===== config.mk =====
export PLATFORM = sky130hd
export DESIGN_NAME = ltgc_top
export DESIGN_NICKNAME = d
export VERILOG_FILES = /design/src/ltgc_pkg.sv /design/src/ltgc_len_mem.sv /design/src/ltgc_top.sv
export SDC_FILE = /design/constraint.sdc
export NUM_CORES = 1
export LEC_CHECK = 0
export BUFFER_PORTS_ARGS = -buffer_cell sky130_fd_sc_hd__buf_2
export CORE_MARGIN = 4
export CORE_UTILIZATION = 41
export DETAILED_ROUTE_END_ITERATION = 10
export PLACE_DENSITY = 0.74
export SYNTH_ARGS = -nofsm -noshare
export SYNTH_HDL_FRONTEND = slang
export SYNTH_HIERARCHICAL = 1
export SYNTH_SLANG_ARGS = --single-unit

===== constraint.sdc =====
create_clock -name ref_clk -period 3.4 [get_ports ref_clk]
set_input_delay 0.17 -clock ref_clk [delete_from_list [all_inputs] [get_ports ref_clk]]
set_output_delay 0.17 -clock ref_clk [all_outputs]
set_load 0.1 [all_outputs]

===== src/ltgc_pkg.sv =====
// Function
// - Bit 6 set: receive outputs carry all-ones alarm while signal is lost.
// - No receive alarm insertion while master clock is held high.
// - Bit 5 zero keeps transmitter short protection on; one turns it off.
// - Global bit 4 zero selects HDB3/B8ZS; one selects plain AMI.
// - Zero substitution coding acts only with a unipolar system interface.
// - Global bit 3 picks a 32-bit or 64-bit deep attenuator store.
// - Global bit 2 picks one of two attenuator corner frequencies.
// - Position bits 1:0: bit 0 clear off, 01 transmit path, 11 receive path.
// - Index register low three bits select channel 0 to 7 directly.
// - Shaping data register reaches the indexed channel's line-length code.
// - Line-length code 000 means E1; codes 001 to 111 mean T1.
// - Line-length code reads back with every bit inverted.
package ltgc_pkg;

	// Geometry
	localparam int unsigned NUM_CH = 8;
	localparam int unsigned CH_W   = 3;
	localparam int unsigned ADDR_W = 8;
	localparam int unsigned DATA_W = 8;
	localparam int unsigned LEN_W  = 3;

	// Register offsets
	localparam logic [ADDR_W-1:0] ADDR_GLOBAL_CONTROL = 8'h0F;
	localparam logic [ADDR_W-1:0] ADDR_SHAPING_INDEX  = 8'h10;
	localparam logic [ADDR_W-1:0] ADDR_SHAPING_DATA   = 8'h11;

	// Global control field positions
	localparam int unsigned GC_ALARM_BIT  = 6;
	localparam int unsigned GC_SHORT_BIT  = 5;
	localparam int unsigned GC_CODE_BIT   = 4;
	localparam int unsigned GC_DEPTH_BIT  = 3;
	localparam int unsigned GC_CORNER_BIT = 2;
	localparam int unsigned GC_POS_HI     = 1;
	localparam int unsigned GC_POS_LO     = 0;

	// Writable masks and reset values
	localparam logic [DATA_W-1:0] GC_WR_MASK  = 8'h7F;
	localparam logic [DATA_W-1:0] IDX_WR_MASK = 8'h07;
	localparam logic [DATA_W-1:0] GC_RESET    = 8'h00;
	localparam logic [CH_W-1:0]   IDX_RESET   = 3'h0;
	localparam logic [LEN_W-1:0]  LEN_RESET   = 3'h0;
	localparam logic [LEN_W-1:0]  LEN_E1      = 3'h0;

	// Attenuator position codes and store depths
	localparam logic [1:0] JA_POS_TX = 2'h1;
	localparam logic [1:0] JA_POS_RX = 2'h3;
	localparam logic [6:0] JA_DEPTH_SHALLOW = 7'h20;
	localparam logic [6:0] JA_DEPTH_DEEP    = 7'h40;

endpackage


===== src/ltgc_len_mem.sv =====
`timescale 1ns/1ns
module ltgc_len_mem (
	// Clock and reset
	input  wire logic                                   ref_clk,
	input  wire logic                                   rst,
	// Write port
	input  wire logic                                   wr_en,
	input  wire logic [ltgc_pkg::CH_W-1:0]              wr_sel,
	input  wire logic [ltgc_pkg::LEN_W-1:0]             wr_code,
	// All stored codes, straight from the storage flops
	output logic [ltgc_pkg::NUM_CH*ltgc_pkg::LEN_W-1:0] codes
);
	import ltgc_pkg::*;

	genvar g;
	generate
		for (g = 0; g < NUM_CH; g++) begin : g_entry
			wire logic hit;
			assign hit = wr_en && (wr_sel == CH_W'(g));
			always_ff @(posedge ref_clk or posedge rst) begin
				if (rst)
					codes[g*LEN_W +: LEN_W] <= LEN_RESET;
				else if (hit)
					codes[g*LEN_W +: LEN_W] <= wr_code;
			end
		end
	endgenerate

endmodule // ltgc_len_mem


===== src/ltgc_top.sv =====
`timescale 1ns/1ns
module ltgc_top (
	// Clock and reset
	input  wire logic                                   ref_clk,
	input  wire logic                                   rst,
	// Register port
	input  wire logic [ltgc_pkg::ADDR_W-1:0]            addr,
	input  wire logic [ltgc_pkg::DATA_W-1:0]            wr_data,
	input  wire logic                                   wr_en,
	input  wire logic                                   rd_en,
	output logic [ltgc_pkg::DATA_W-1:0]                 rd_data,
	// Line status and mode
	input  wire logic [ltgc_pkg::NUM_CH-1:0]            los,
	input  wire logic                                   mclk_high,
	input  wire logic                                   system_bipolar,
	// Receive data path
	input  wire logic [ltgc_pkg::NUM_CH-1:0]            rx_pos_in,
	input  wire logic [ltgc_pkg::NUM_CH-1:0]            rx_neg_in,
	output logic [ltgc_pkg::NUM_CH-1:0]                 rx_positive_data,
	output logic [ltgc_pkg::NUM_CH-1:0]                 rx_negative_data,
	// Transmit and coder controls
	output logic                                        short_protect_en,
	output logic                                        zero_sub_en,
	output logic [ltgc_pkg::NUM_CH-1:0]                 t1_mode,
	// Jitter attenuator controls
	output logic [6:0]                                  ja_depth,
	output logic                                        attenuator_corner_sel,
	output logic                                        ja_tx_en,
	output logic                                        ja_rx_en,
	// Per-channel line-length codes
	output logic [ltgc_pkg::NUM_CH*ltgc_pkg::LEN_W-1:0] line_length_code
);
	import ltgc_pkg::*;

	function automatic logic reg_hit(input logic [ADDR_W-1:0] a,
		input logic [ADDR_W-1:0] off);
		reg_hit = (a == off);
	endfunction

	function automatic logic ais_on(input logic en, input logic lost,
		input logic recov);
		ais_on = en && lost && !recov;
	endfunction

	logic [DATA_W-1:0]      global_control;
	logic [CH_W-1:0]        shaping_channel_sel;
	logic [NUM_CH-1:0]      ais_phase;
	logic [DATA_W-1:0]      next_rd_data;

	wire logic              wr_gc;
	wire logic              wr_idx;
	wire logic              wr_len;
	wire logic              rd_gc;
	wire logic              rd_idx;
	wire logic              rd_len;
	wire logic [LEN_W-1:0]  cur_code;
	wire logic [NUM_CH-1:0] insert_vec;
	wire logic              rx_alarm_insert_en;
	wire logic              line_code_select;
	wire logic              deep_elastic_store;
	wire logic [1:0]        attenuator_position;
	wire logic [NUM_CH*LEN_W-1:0] sel_mask;

	// Address decode
	assign wr_gc  = wr_en && reg_hit(addr, ADDR_GLOBAL_CONTROL);
	assign wr_idx = wr_en && reg_hit(addr, ADDR_SHAPING_INDEX);
	assign wr_len = wr_en && reg_hit(addr, ADDR_SHAPING_DATA);
	assign rd_gc  = rd_en && reg_hit(addr, ADDR_GLOBAL_CONTROL);
	assign rd_idx = rd_en && reg_hit(addr, ADDR_SHAPING_INDEX);
	assign rd_len = rd_en && reg_hit(addr, ADDR_SHAPING_DATA);

	// Field views
	assign rx_alarm_insert_en  = global_control[GC_ALARM_BIT];
	assign line_code_select    = global_control[GC_CODE_BIT];
	assign deep_elastic_store  = global_control[GC_DEPTH_BIT];
	assign attenuator_position = global_control[GC_POS_HI:GC_POS_LO];

	// Selected channel's code
	assign cur_code = line_length_code[shaping_channel_sel*LEN_W +: LEN_W];

	// Bits of the selected channel within the code vector
	assign sel_mask = (NUM_CH*LEN_W)'({LEN_W{1'b1}}) <<
		(shaping_channel_sel * LEN_W);

	// Read mux, unmapped and idle cycles give zero
	always_comb begin
		next_rd_data = '0;
		if (rd_gc)
			next_rd_data = global_control & GC_WR_MASK;
		else if (rd_idx)
			next_rd_data = {5'h00, shaping_channel_sel};
		else if (rd_len)
			next_rd_data = {5'h00, ~cur_code};
	end

	always_ff @(posedge ref_clk or posedge rst) begin
		if (rst)
			rd_data <= '0;
		else
			rd_data <= next_rd_data;
	end

	// Registers; reserved bits are masked on write
	always_ff @(posedge ref_clk or posedge rst) begin
		if (rst)
			global_control <= GC_RESET;
		else if (wr_gc)
			global_control <= wr_data & GC_WR_MASK;
	end

	always_ff @(posedge ref_clk or posedge rst) begin
		if (rst)
			shaping_channel_sel <= IDX_RESET;
		else if (wr_idx)
			shaping_channel_sel <= wr_data[CH_W-1:0];
	end

	ltgc_len_mem u_len_mem (
		.ref_clk (ref_clk),
		.rst     (rst),
		.wr_en   (wr_len),
		.wr_sel  (shaping_channel_sel),
		.wr_code (wr_data[LEN_W-1:0]),
		.codes   (line_length_code)
	);

	// Receive alarm insertion, one stage per channel
	genvar g;
	generate
		for (g = 0; g < NUM_CH; g++) begin : g_rx
			assign insert_vec[g] = ais_on(rx_alarm_insert_en, los[g],
				mclk_high);
			// Bipolar all-ones alternates marks between the rails
			always_ff @(posedge ref_clk or posedge rst) begin
				if (rst) begin
					ais_phase[g]        <= 1'b0;
					rx_positive_data[g] <= 1'b0;
					rx_negative_data[g] <= 1'b0;
				end else if (insert_vec[g]) begin
					ais_phase[g]        <= ~ais_phase[g];
					rx_positive_data[g] <= !system_bipolar ||
						!ais_phase[g];
					rx_negative_data[g] <= system_bipolar &&
						ais_phase[g];
				end else begin
					ais_phase[g]        <= 1'b0;
					rx_positive_data[g] <= rx_pos_in[g];
					rx_negative_data[g] <= rx_neg_in[g];
				end
			end
			always_ff @(posedge ref_clk or posedge rst) begin
				if (rst)
					t1_mode[g] <= 1'b0;
				else
					t1_mode[g] <= line_length_code[g*LEN_W +: LEN_W]
						!= LEN_E1;
			end
		end
	endgenerate

	// Coder, protection and attenuator controls
	always_ff @(posedge ref_clk or posedge rst) begin
		if (rst) begin
			short_protect_en      <= 1'b1;
			zero_sub_en           <= 1'b0;
			ja_depth              <= JA_DEPTH_SHALLOW;
			attenuator_corner_sel <= 1'b0;
			ja_tx_en              <= 1'b0;
			ja_rx_en              <= 1'b0;
		end else begin
			short_protect_en <= !global_control[GC_SHORT_BIT];
			zero_sub_en <= !line_code_select &&
				!system_bipolar;
			ja_depth <= deep_elastic_store ? JA_DEPTH_DEEP
				: JA_DEPTH_SHALLOW;
			attenuator_corner_sel <= global_control[GC_CORNER_BIT];
			ja_tx_en <= attenuator_position == JA_POS_TX;
			ja_rx_en <= attenuator_position == JA_POS_RX;
		end
	end
endmodule // ltgc_top


==> results of run 1 <==
-- routing by layer --
metal | global-route usage | vias to the layer above | wire length (um)
li1 | - | 1078 | -
met1 | 0.215 | 1146 | 3330
met2 | 0.254 | 97 | 3640
met3 | 0.0379 | 10 | 546
met4 | 0.0703 | 0 | 106
met5 | 0 | - | 0
-- repair_timing --
| item | CTS | global route |
|---|---|---|
| buffers inserted | 0 | 0 |
| hold buffers | 1 | 0 |
| endpoints found under the hold margin | 28 | 0 |
-- final timing paths --
path	end
worst min register to register	short_protect_en
min in group asynchronous	t1_mode[6]
worst max register to register	rd_data[0]
worst min-delay path	rx_negative_data[1]
max in group asynchronous	ja_depth[5]
worst max-delay path	rd_data[0]
-- cell type report --
| type | count | share of cell area |
|---|---|---|
| Tap cell | 102 | 0.0306 |
| Clock inverter | 7 | 0.0192 |
| Timing Repair Buffer | 109 | 0.133 |
| Inverter | 4 | 0.00360 |
| Clock buffer | 9 | 0.0297 |
| Sequential cell | 80 | 0.481 |
| Multi-Input combinational cell | 143 | 0.303 |
-- worst max-delay path: cells and delay by family (launching register included) --
family         cells  cell delay, ns
AO/OA/AOI/OAI      1            0.15
flip-flops         1            0.75
multiplexers       2            0.97
-- placed cells by master, fill, tap and decap left out, types with 3 or more instances in the layout --
master	count
a21oi_1	8
mux2_2	26
nor2_1	17
conb_1	6
nand2_1	10
nand4b_1	4
buf_2	106
mux2_4	9
and3_1	3
or3_1	8
nand4_1	3
and4_1	9
inv_1	3
and2_1	5
mux4_1	6
dfrtp_1	78
a21o_1	8
and4bb_4	3
clkbuf_8	9
-- through the flow --
stage          power [mW]  std cells  hold slack (ns)  setup slack, ns  instance area [sq um]
5_1_grt              2.06        454          0.00869             1.39                   4170
3_5_place_dp         1.28        437            0.331             1.27                   3960
2_1_floorplan        1.22        236            0.185             1.55                   3350
4_1_cts              1.99        454         0.000844             1.43                   4170
3_3_place_gp         1.28        437            0.325             1.33                   3960
6_report             1.96        454           0.0209             1.45                   4170
-- state kept, by name (all words and copies together) (netlist names) --
name                   cells
ja_depth                   2
rx_positive_data           8
global_control             7
t1_mode                    8
attenuator_corner_sel      1
short_protect_en           1
zero_sub_en                1
u_len_mem/codes           24
shaping_channel_sel        3
ja_rx_en                   1
rx_negative_data           8
rd_data                    7
ais_phase                  8
ja_tx_en                   1
-- cells by family after synthesis --
kind of cell,Yosys count,synth area share
and+or+nand+nor,77,0.157
muxes,41,0.176
AOI/OAI and AO/OA,19,0.0398
other,1,0.00113
DFF,80,0.602
buffers and inverters,13,0.0237
-- power by group through the flow --
stage	combinational, mW	clock (mW)	sequential (mW)
floorplan	0.0832	0	1.13
global placement	0.270	0	1.01
detailed placement	0.273	0	1.01
CTS	0.275	0.728	0.992
global route	0.287	0.773	0.997
finish	0.272	0.700	0.993
==> results.py, run 1 <==
metrics = {
    "status": {
        "status": "finished clean",
    },
    "sta": {
        "period_needed_ns": 1.95,
        "fmax_mhz": 512,
        "fin_tns_setup_ns": 0,
        "hold_viol": 0,
        "setup_viol": 0,
        "fin_skew_ns": 0.00472,
        "slew_headroom": 0.375,
        "fin_crit_sh": 0.574,
        "rsz0062_at_grt": "no",
        "tightest_slew_ns": 0.936,
        "slew_viol_final": 0,
    },
    "power": {
        "p_comb_frac": 0.138,
        "powerDensity_nw_per_um2": 471,
        "p_sw_mw": 0.589,
        "p_int_mw": 1.38,
        "power.leakage_nw": 2.29,
        "vdd_drop_max_mv": 0.247,
        "p_sw_frac": 0.300,
        "seqPwrFrac": 0.505,
        "clkPwrFrac": 0.356,
    },
    "yosys": {
        "synth_edf_count": 0,
        "ys_ff_latch": 80,
        "synth.yosys.seq_area_share": 0.602,
        "netlist_area_sq_um": 3330,
        "syn_avg_cell_area_sq_um": 14.4,
        "yosysTopAreaCell": "dfrtp_1",
        "ys_warn_count": 6,
        "async_flop_share": 1.00,
        "ys.flop_type": "dfrtp_1",
        "synth.distinct_cells": 32,
        "ys_top_cells_by_area": "dfrtp_1 59%, mux2_2 8.8%, mux4_1 4.7%",
        "yosysMostFrequentCell": "dfrtp_1",
        "synthTopCellsByCount": "78 x dfrtp_1, 26 x mux2_2, 17 x nor2_1",
        "syn_inst": 231,
        "synth_top_area_share": 0.586,
    },
    "setup_path": {
        "crit_fanout": 16,
        "crit_chain": "mux4_1, mux2_2, o211ai_2",
        "worst_path_max_delay_cell": "dfrtp_1",
        "r2r_cells": 3,
        "cp.arrival_ns": 2.22,
        "path_class": "reg -> reg",
        "slowest_delay_ns": 0.75,
        "r2r_setup_slack_ns": 1.45,
        "required_ns": 3.67,
        "crit_path_start": "shaping_channel_sel[0]",
        "timing.rr.start": "shaping_channel_sel[0]",
        "critPathCaptureType": "flop",
        "start_kind": "flop",
    },
    "drt": {
        "viasPerCell": 5.13,
        "routed_wirelength_mm": 7.61,
        "wire_per_inst_um": 16.8,
        "drc": 0,
        "dr.pass1.iters": 4,
        "drtIter0Drc": 39,
        "vias": 2331,
        "antenna_left": 0,
    },
    "cts": {
        "cts_tree": "yes",
        "root_buffer": "clkbuf_8",
        "cts_buffer_depth": 2,
        "clkTransAtPathRegs_ns": 0.08,
        "cts_resized": 0,
        "cts.sinks": 80,
        "numCtsBuffers": 9,
        "clock_latency_ns": 0.34,
        "htreeDepth": 3,
    },
    "placed_design": {
        "dp_hpwl_mm": 5.62,
        "gp_congestion": 0.843,
        "io_buffers": 106,
    },
    "global_routing": {
        "grt_first_pass_wirelength_mm": 12.2,
        "grt.total_usage": 0.162,
        "overflow": 0,
        "grt_max_degree": 31,
        "grt_pass1_vias": 2416,
        "antenna_found_initial": 0,
    },
    "layout": {
        "num_antenna_cells": 0,
        "fin_nets": 393,
        "multi_input_area_sq_um": 1260,
        "regArea_sq_um": 2000,
        "n_fill_cell": 674,
        "fin_util": 0.534,
        "syn_to_final_growth_pct": 25.3,
        "drive_gt1_frac": 0.480,
    },
    "min_path": {
        "hp-start": "rx_neg_in[1]",
        "hold_class": "in -> reg",
        "min_path_cells": 2,
    },
    "job": {
        "drv_cap": 0,
    },
    "die": {
        "die_h_um": 98.1,
        "io_pins": 114,
        "initial_utilization": 0.426,
        "fp.dieW_um": 98.1,
        "die-area_sq_um": 9630,
        "rows": 32,
        "core_sq_um": 7810,
    },
}
Power figures use the tool's default switching activity.
==> run 2: changes to the inputs <==
--- a/config.mk
+++ b/config.mk
@@ -9,7 +9,7 @@
 export CORE_MARGIN = 4
 export CORE_UTILIZATION = 41
 export DETAILED_ROUTE_END_ITERATION = 10
-export PLACE_DENSITY = 0.74
+export PLACE_DENSITY = 0.77
 export SYNTH_ARGS = -nofsm -noshare
 export SYNTH_HDL_FRONTEND = slang
 export SYNTH_HIERARCHICAL = 1
==> constraint.sdc (replaced) <==
create_clock -name ref_clk -period 1.7 [get_ports ref_clk]
set_input_delay 0.085 -clock ref_clk [delete_from_list [all_inputs] [get_ports ref_clk]]
set_output_delay 0.085 -clock ref_clk [all_outputs]
set_load 0.1 [all_outputs]
==> results.py, run 2 (synthesized netlist as in run 1, its figures left out) <==
metrics = {
    "global_routing": {
        "grt_pass1_vias": 2737,
        "antenna_found_initial": 0,
        "overflow": 0,
        "grt_first_pass_wirelength_mm": 14.1,
        "use_met1": 0.229,
        "top_usage_layer": "met2",
        "grt_max_degree": 34,
        "grt_use_met2": 0.312,
        "use_met3": 0.0564,
        "grt.total_usage": 0.188,
    },
    "layout": {
        "drive_gt1_frac": 0.524,
        "largest_reg_flops": 24,
        "syn_to_final_growth_pct": 42.4,
        "fin_area_sq_um": 4740,
        "final_cell_count_no_fill": 505,
        "layout_commonest_cell": "buf_2",
        "fin_nets": 444,
        "largest-register": "u_len_mem/codes",
        "num_antenna_cells": 0,
        "final_cell_mix": "106 x buf_2, 53 x dfrtp_1, 36 x dlygate4sd3_1",
    },
    "cts": {
        "htreeDepth": 3,
        "root_buffer": "clkbuf_8",
        "clkTransAtPathRegs_ns": 0.08,
        "post_cts_buffers": 0,
        "cts_tree": "yes",
        "cts.sinks": 80,
        "clock_latency_ns": 0.36,
        "numCtsBuffers": 9,
        "cts_buffer_depth": 2,
    },
    "setup_path": {
        "required_ns": 1.99,
        "crit_fanout": 6,
        "path_class": "reg -> reg",
        "start_kind": "flop",
        "cp.arrival_ns": 1.88,
        "critPathCaptureType": "flop",
    },
    "sta": {
        "fin_crit_sh": 0.940,
        "setup_viol": 0,
        "fmax_mhz": 626,
        "fin_tns_setup_ns": 0,
        "slew_viol_final": 0,
        "hold_viol": 0,
        "whs_ns": 0.0787,
        "fin_skew_ns": 0.00658,
        "period_needed_ns": 1.60,
        "rsz0062_at_grt": "no",
    },
    "die": {
        "die_h_um": 98.1,
        "io_pins": 114,
        "initial_utilization": 0.426,
        "rows": 32,
        "fp.dieW_um": 98.1,
        "die-area_sq_um": 9630,
        "core_sq_um": 7810,
    },
    "drt": {
        "viasPerCell": 5.06,
        "drc": 0,
        "antenna_left": 0,
        "drtIter0Drc": 44,
        "dr.pass1.iters": 4,
        "routed_wirelength_mm": 8.82,
        "wire_per_inst_um": 17.5,
        "vias": 2557,
    },
    "status": {
        "status": "finished clean",
    },
    "placed_design": {
        "dp_hpwl_mm": 5.80,
        "dp_cells": 453,
        "gp_congestion": 0.867,
        "postPlaceCellArea_sq_um": 4120,
        "io_buffers": 106,
    },
    "power": {
        "power_mw": 4.36,
        "vdd_drop_max_mv": 0.519,
        "power.leakage_nw": 2.51,
        "powerDensity_nw_per_um2": 921,
    },
    "min_path": {
        "hold_class": "in -> reg",
    },
    "job": {
        "drv_cap": 0,
    },
}
-- run 2: cell count changes in the layout (fill, tap and decap cells not counted), sizes merged --
cell / before / now
buf: 108 / 124
bufinv: 1 / 3
clkbuf: 9 / 10
clkinv: 2 / 3
clkinvlp: 2 / 0
dlygate4sd3: 1 / 36
inv: 6 / 4
-- run 2: timing repair --
action	4_1_cts	5_1_grt
hold endpoints to repair	95	0
endpoints found under the setup margin	0	2
hold buffers	36	0
gates resized for setup	0	2
-- run 2: final cells by class --
class                           count  area (sq um)
Sequential cell                    80          2040
Tap cell                          102           128
Clock buffer                       10           138
Timing Repair Buffer              160          1040
Fill cell                         609          3070
Multi-Input combinational cell    143          1270
Clock inverter                      6           116
Inverter                            4          15.0
-- run 2: layer usage --
layer / wire (um) / vias up
li1: - / 1175
met1: 3710 / 1257
met4: 185 / 0
met3: 606 / 21
met5: 0 / -
met2: 4320 / 104
-- run 2: final timing paths --
kind	start	slack, ns	depth (start not counted)	end
max reg2reg	shaping_channel_sel[0]	0.10	3	rd_data[0]
max	shaping_channel_sel[0]	0.10	3	rd_data[0]
min	addr[0]	0.08	3	rd_data[0]
min in group asynchronous	rst	0.23	3	attenuator_corner_sel
max in group asynchronous	rst	0.92	4	short_protect_en
min reg2reg	global_control[5]	0.41	1	short_protect_en
-- run 2: critical path, cell delays in order, from the launching register on --
cell      delay, ns
dfrtp_2        0.45
mux4_1         0.62
mux2_2         0.30
o211ai_2       0.15
-- run 2: where the power goes --
group	switching [mW]	total [mW]	internal, mW
Combinational	0.466	0.647	0.181
Clock	0.714	1.74	1.02
Sequential	0.0291	1.98	1.95
-- run 2: per-stage QoR --
step                      worst slack [ns]   util
after CTS                          0.00394  0.606
final                                0.102  0.607
after global routing               0.00658  0.607
after detailed placement           -0.0187  0.528
after floorplan                     0.0475      -
after global placement             -0.0150  0.528
==> run 3: changes to the inputs <==
--- a/config.mk
+++ b/config.mk
@@ -9,7 +9,7 @@
 export CORE_MARGIN = 4
 export CORE_UTILIZATION = 41
 export DETAILED_ROUTE_END_ITERATION = 10
-export PLACE_DENSITY = 0.77
+export PLACE_DENSITY = 0.74
 export SYNTH_ARGS = -nofsm -noshare
 export SYNTH_HDL_FRONTEND = slang
 export SYNTH_HIERARCHICAL = 1
==> constraint.sdc (replaced) <==
create_clock -name ref_clk -period 1.99 [get_ports ref_clk]
set_input_delay 0.0995 -clock ref_clk [delete_from_list [all_inputs] [get_ports ref_clk]]
set_output_delay 0.0995 -clock ref_clk [all_outputs]
set_load 0.1 [all_outputs]
==> results.py, run 3 (synthesized netlist as in run 1, its figures left out) <==
metrics = {
    "status": {
        "status": "finished clean",
    },
    "power": {
        "p_sw_frac": 0.316,
        "seqPwrFrac": 0.508,
        "p_comb_frac": 0.156,
        "p_int_mw": 2.28,
        "clkPwrFrac": 0.336,
        "p_sw_mw": 1.05,
        "powerDensity_nw_per_um2": 744,
        "power.leakage_nw": 2.43,
        "vdd_drop_max_mv": 0.433,
    },
    "layout": {
        "fin_nets": 426,
        "drive_gt1_frac": 0.465,
        "final_cell_count_no_fill": 487,
        "multi_input_area_sq_um": 1260,
        "regArea_sq_um": 2000,
        "syn_to_final_growth_pct": 34.2,
        "largest-register": "u_len_mem/codes",
        "layout_commonest_cell": "buf_2",
        "final_cell_mix": "106 x buf_2, 78 x dfrtp_1, 26 x mux2_2",
        "fin_util": 0.572,
        "num_antenna_cells": 0,
        "largest_reg_flops": 24,
        "n_fill_cell": 620,
    },
    "placed_design": {
        "dp_cells": 447,
        "io_buffers": 106,
        "gp_congestion": 0.843,
        "dp_hpwl_mm": 5.78,
        "dpl_worst_slack_ns": 0.197,
    },
    "die": {
        "die_h_um": 98.1,
        "fp.dieW_um": 98.1,
        "die-area_sq_um": 9630,
        "rows": 32,
        "initial_utilization": 0.426,
        "core_sq_um": 7810,
        "io_pins": 114,
    },
    "min_path": {
        "min_path_cells": 3,
        "hold_path_end": "ais_phase[2]",
        "hp-start": "los[2]",
        "hold_class": "in -> reg",
    },
    "drt": {
        "viasPerCell": 5.00,
        "routed_wirelength_mm": 7.95,
        "wire_per_inst_um": 16.3,
        "drc": 0,
        "vias": 2434,
        "drtIter0Drc": 38,
        "dr.pass1.iters": 4,
        "antenna_left": 0,
    },
    "sta": {
        "fin_skew_ns": 0.00979,
        "period_needed_ns": 1.65,
        "hold_viol": 0,
        "fmax_mhz": 606,
        "setup_ws_ns": 0.341,
        "slew_viol_final": 0,
        "setup_viol": 0,
        "fin_crit_sh": 0.829,
        "rsz0062_at_grt": "no",
        "tightest_slew_ns": 0.909,
        "fin_tns_setup_ns": 0,
        "slew_headroom": 0.393,
    },
    "setup_path": {
        "start_kind": "flop",
        "crit_fanout": 5,
        "r2r_cells": 3,
        "critPathCaptureType": "flop",
        "r2r_end": "rd_data[0]",
        "path_class": "reg -> reg",
        "timing.rr.start": "shaping_channel_sel[0]",
        "r2r_setup_slack_ns": 0.34,
        "crit_path_start": "shaping_channel_sel[0]",
        "required_ns": 2.28,
        "cp.arrival_ns": 1.94,
    },
    "job": {
        "drv_cap": 0,
    },
    "cts": {
        "clock_latency_ns": 0.35,
        "clkTransAtPathRegs_ns": 0.10,
        "numCtsBuffers": 9,
        "root_buffer": "clkbuf_8",
        "htreeDepth": 3,
        "cts_buffer_depth": 2,
        "cts_tree": "yes",
        "cts.sinks": 80,
    },
    "global_routing": {
        "grt_first_pass_wirelength_mm": 13.2,
        "grt_max_degree": 29,
        "overflow": 0,
        "grt_pass1_vias": 2569,
        "grt.total_usage": 0.174,
        "antenna_found_initial": 0,
    },
}
run 3: cell count changes in the layout (fill, tap and decap cells not counted), moves of 2 or more:
| cell | before | now |
|---|---|---|
| dfrtp_1 | 53 | 78 |
| dfrtp_2 | 25 | 0 |
| dlygate4sd3_1 | 36 | 24 |
| buf_4 | 17 | 11 |
| inv_6 | 0 | 5 |
| bufinv_16 | 3 | 0 |
| clkinv_4 | 3 | 1 |
run 3: worst max-delay path by stage:
stage	cells past startpoint	slack, ns	endpoint
after floorplan	3	0.14	rd_data[0]
after global placement	6	0.25	u_len_mem/codes[8]
after detailed placement	6	0.20	u_len_mem/codes[12]
after CTS	3	0.33	rd_data[0]
after global routing	3	0.28	rd_data[0]
final	3	0.34	rd_data[0]
run 3: area by class of cell:
class | count | share of cell area
Clock inverter | 7 | 0.0134
Tap cell | 102 | 0.0286
Multi-Input combinational cell | 143 | 0.283
Inverter | 4 | 0.00336
Clock buffer | 9 | 0.0277
Sequential cell | 80 | 0.448
Timing Repair Buffer | 142 | 0.195
run 3: what timing repair did:
action,in CTS,in global routing
setup buffers,0,0
hold buffers,24,0
endpoints found under the hold margin,61,0
gates resized for setup,0,0
run 3: power groups by stage:
stage | registers (mW) | clock network (mW) | logic (mW)
after floorplan | 1.94 | 0 | 0.142
after global placement | 1.72 | 0 | 0.479
after detailed placement | 1.72 | 0 | 0.486
after global routing | 1.70 | 1.24 | 0.550
after CTS | 1.69 | 1.15 | 0.523
final | 1.69 | 1.12 | 0.520
run 3: critical path, cell delays in order (launching register included):
cell and delay [ns]:
dfrtp_1 0.48, mux4_1 0.64, mux2_2 0.31, o211ai_2 0.15
run 3: routing by layer:
metal / GRT usage / part of all wire / vias up
met2: 0.289 / 0.48 / 102
met4: 0.0575 / 0.012 / 0
met5: 0 / 0 / -
met3: 0.0400 / 0.069 / 10
met1: 0.226 / 0.43 / 1182
li1: - / - / 1140
run 3: through the flow:
step | power (mW) | instance area [sq um] | hold slack, ns
finish | 3.33 | 4470 | 0.0115
global route | 3.48 | 4470 | 0.0113
detailed placement | 2.21 | 4050 | 0.134
CTS | 3.36 | 4470 | 0.00325
global placement | 2.20 | 4050 | 0.128
floorplan | 2.08 | 3350 | 0.114
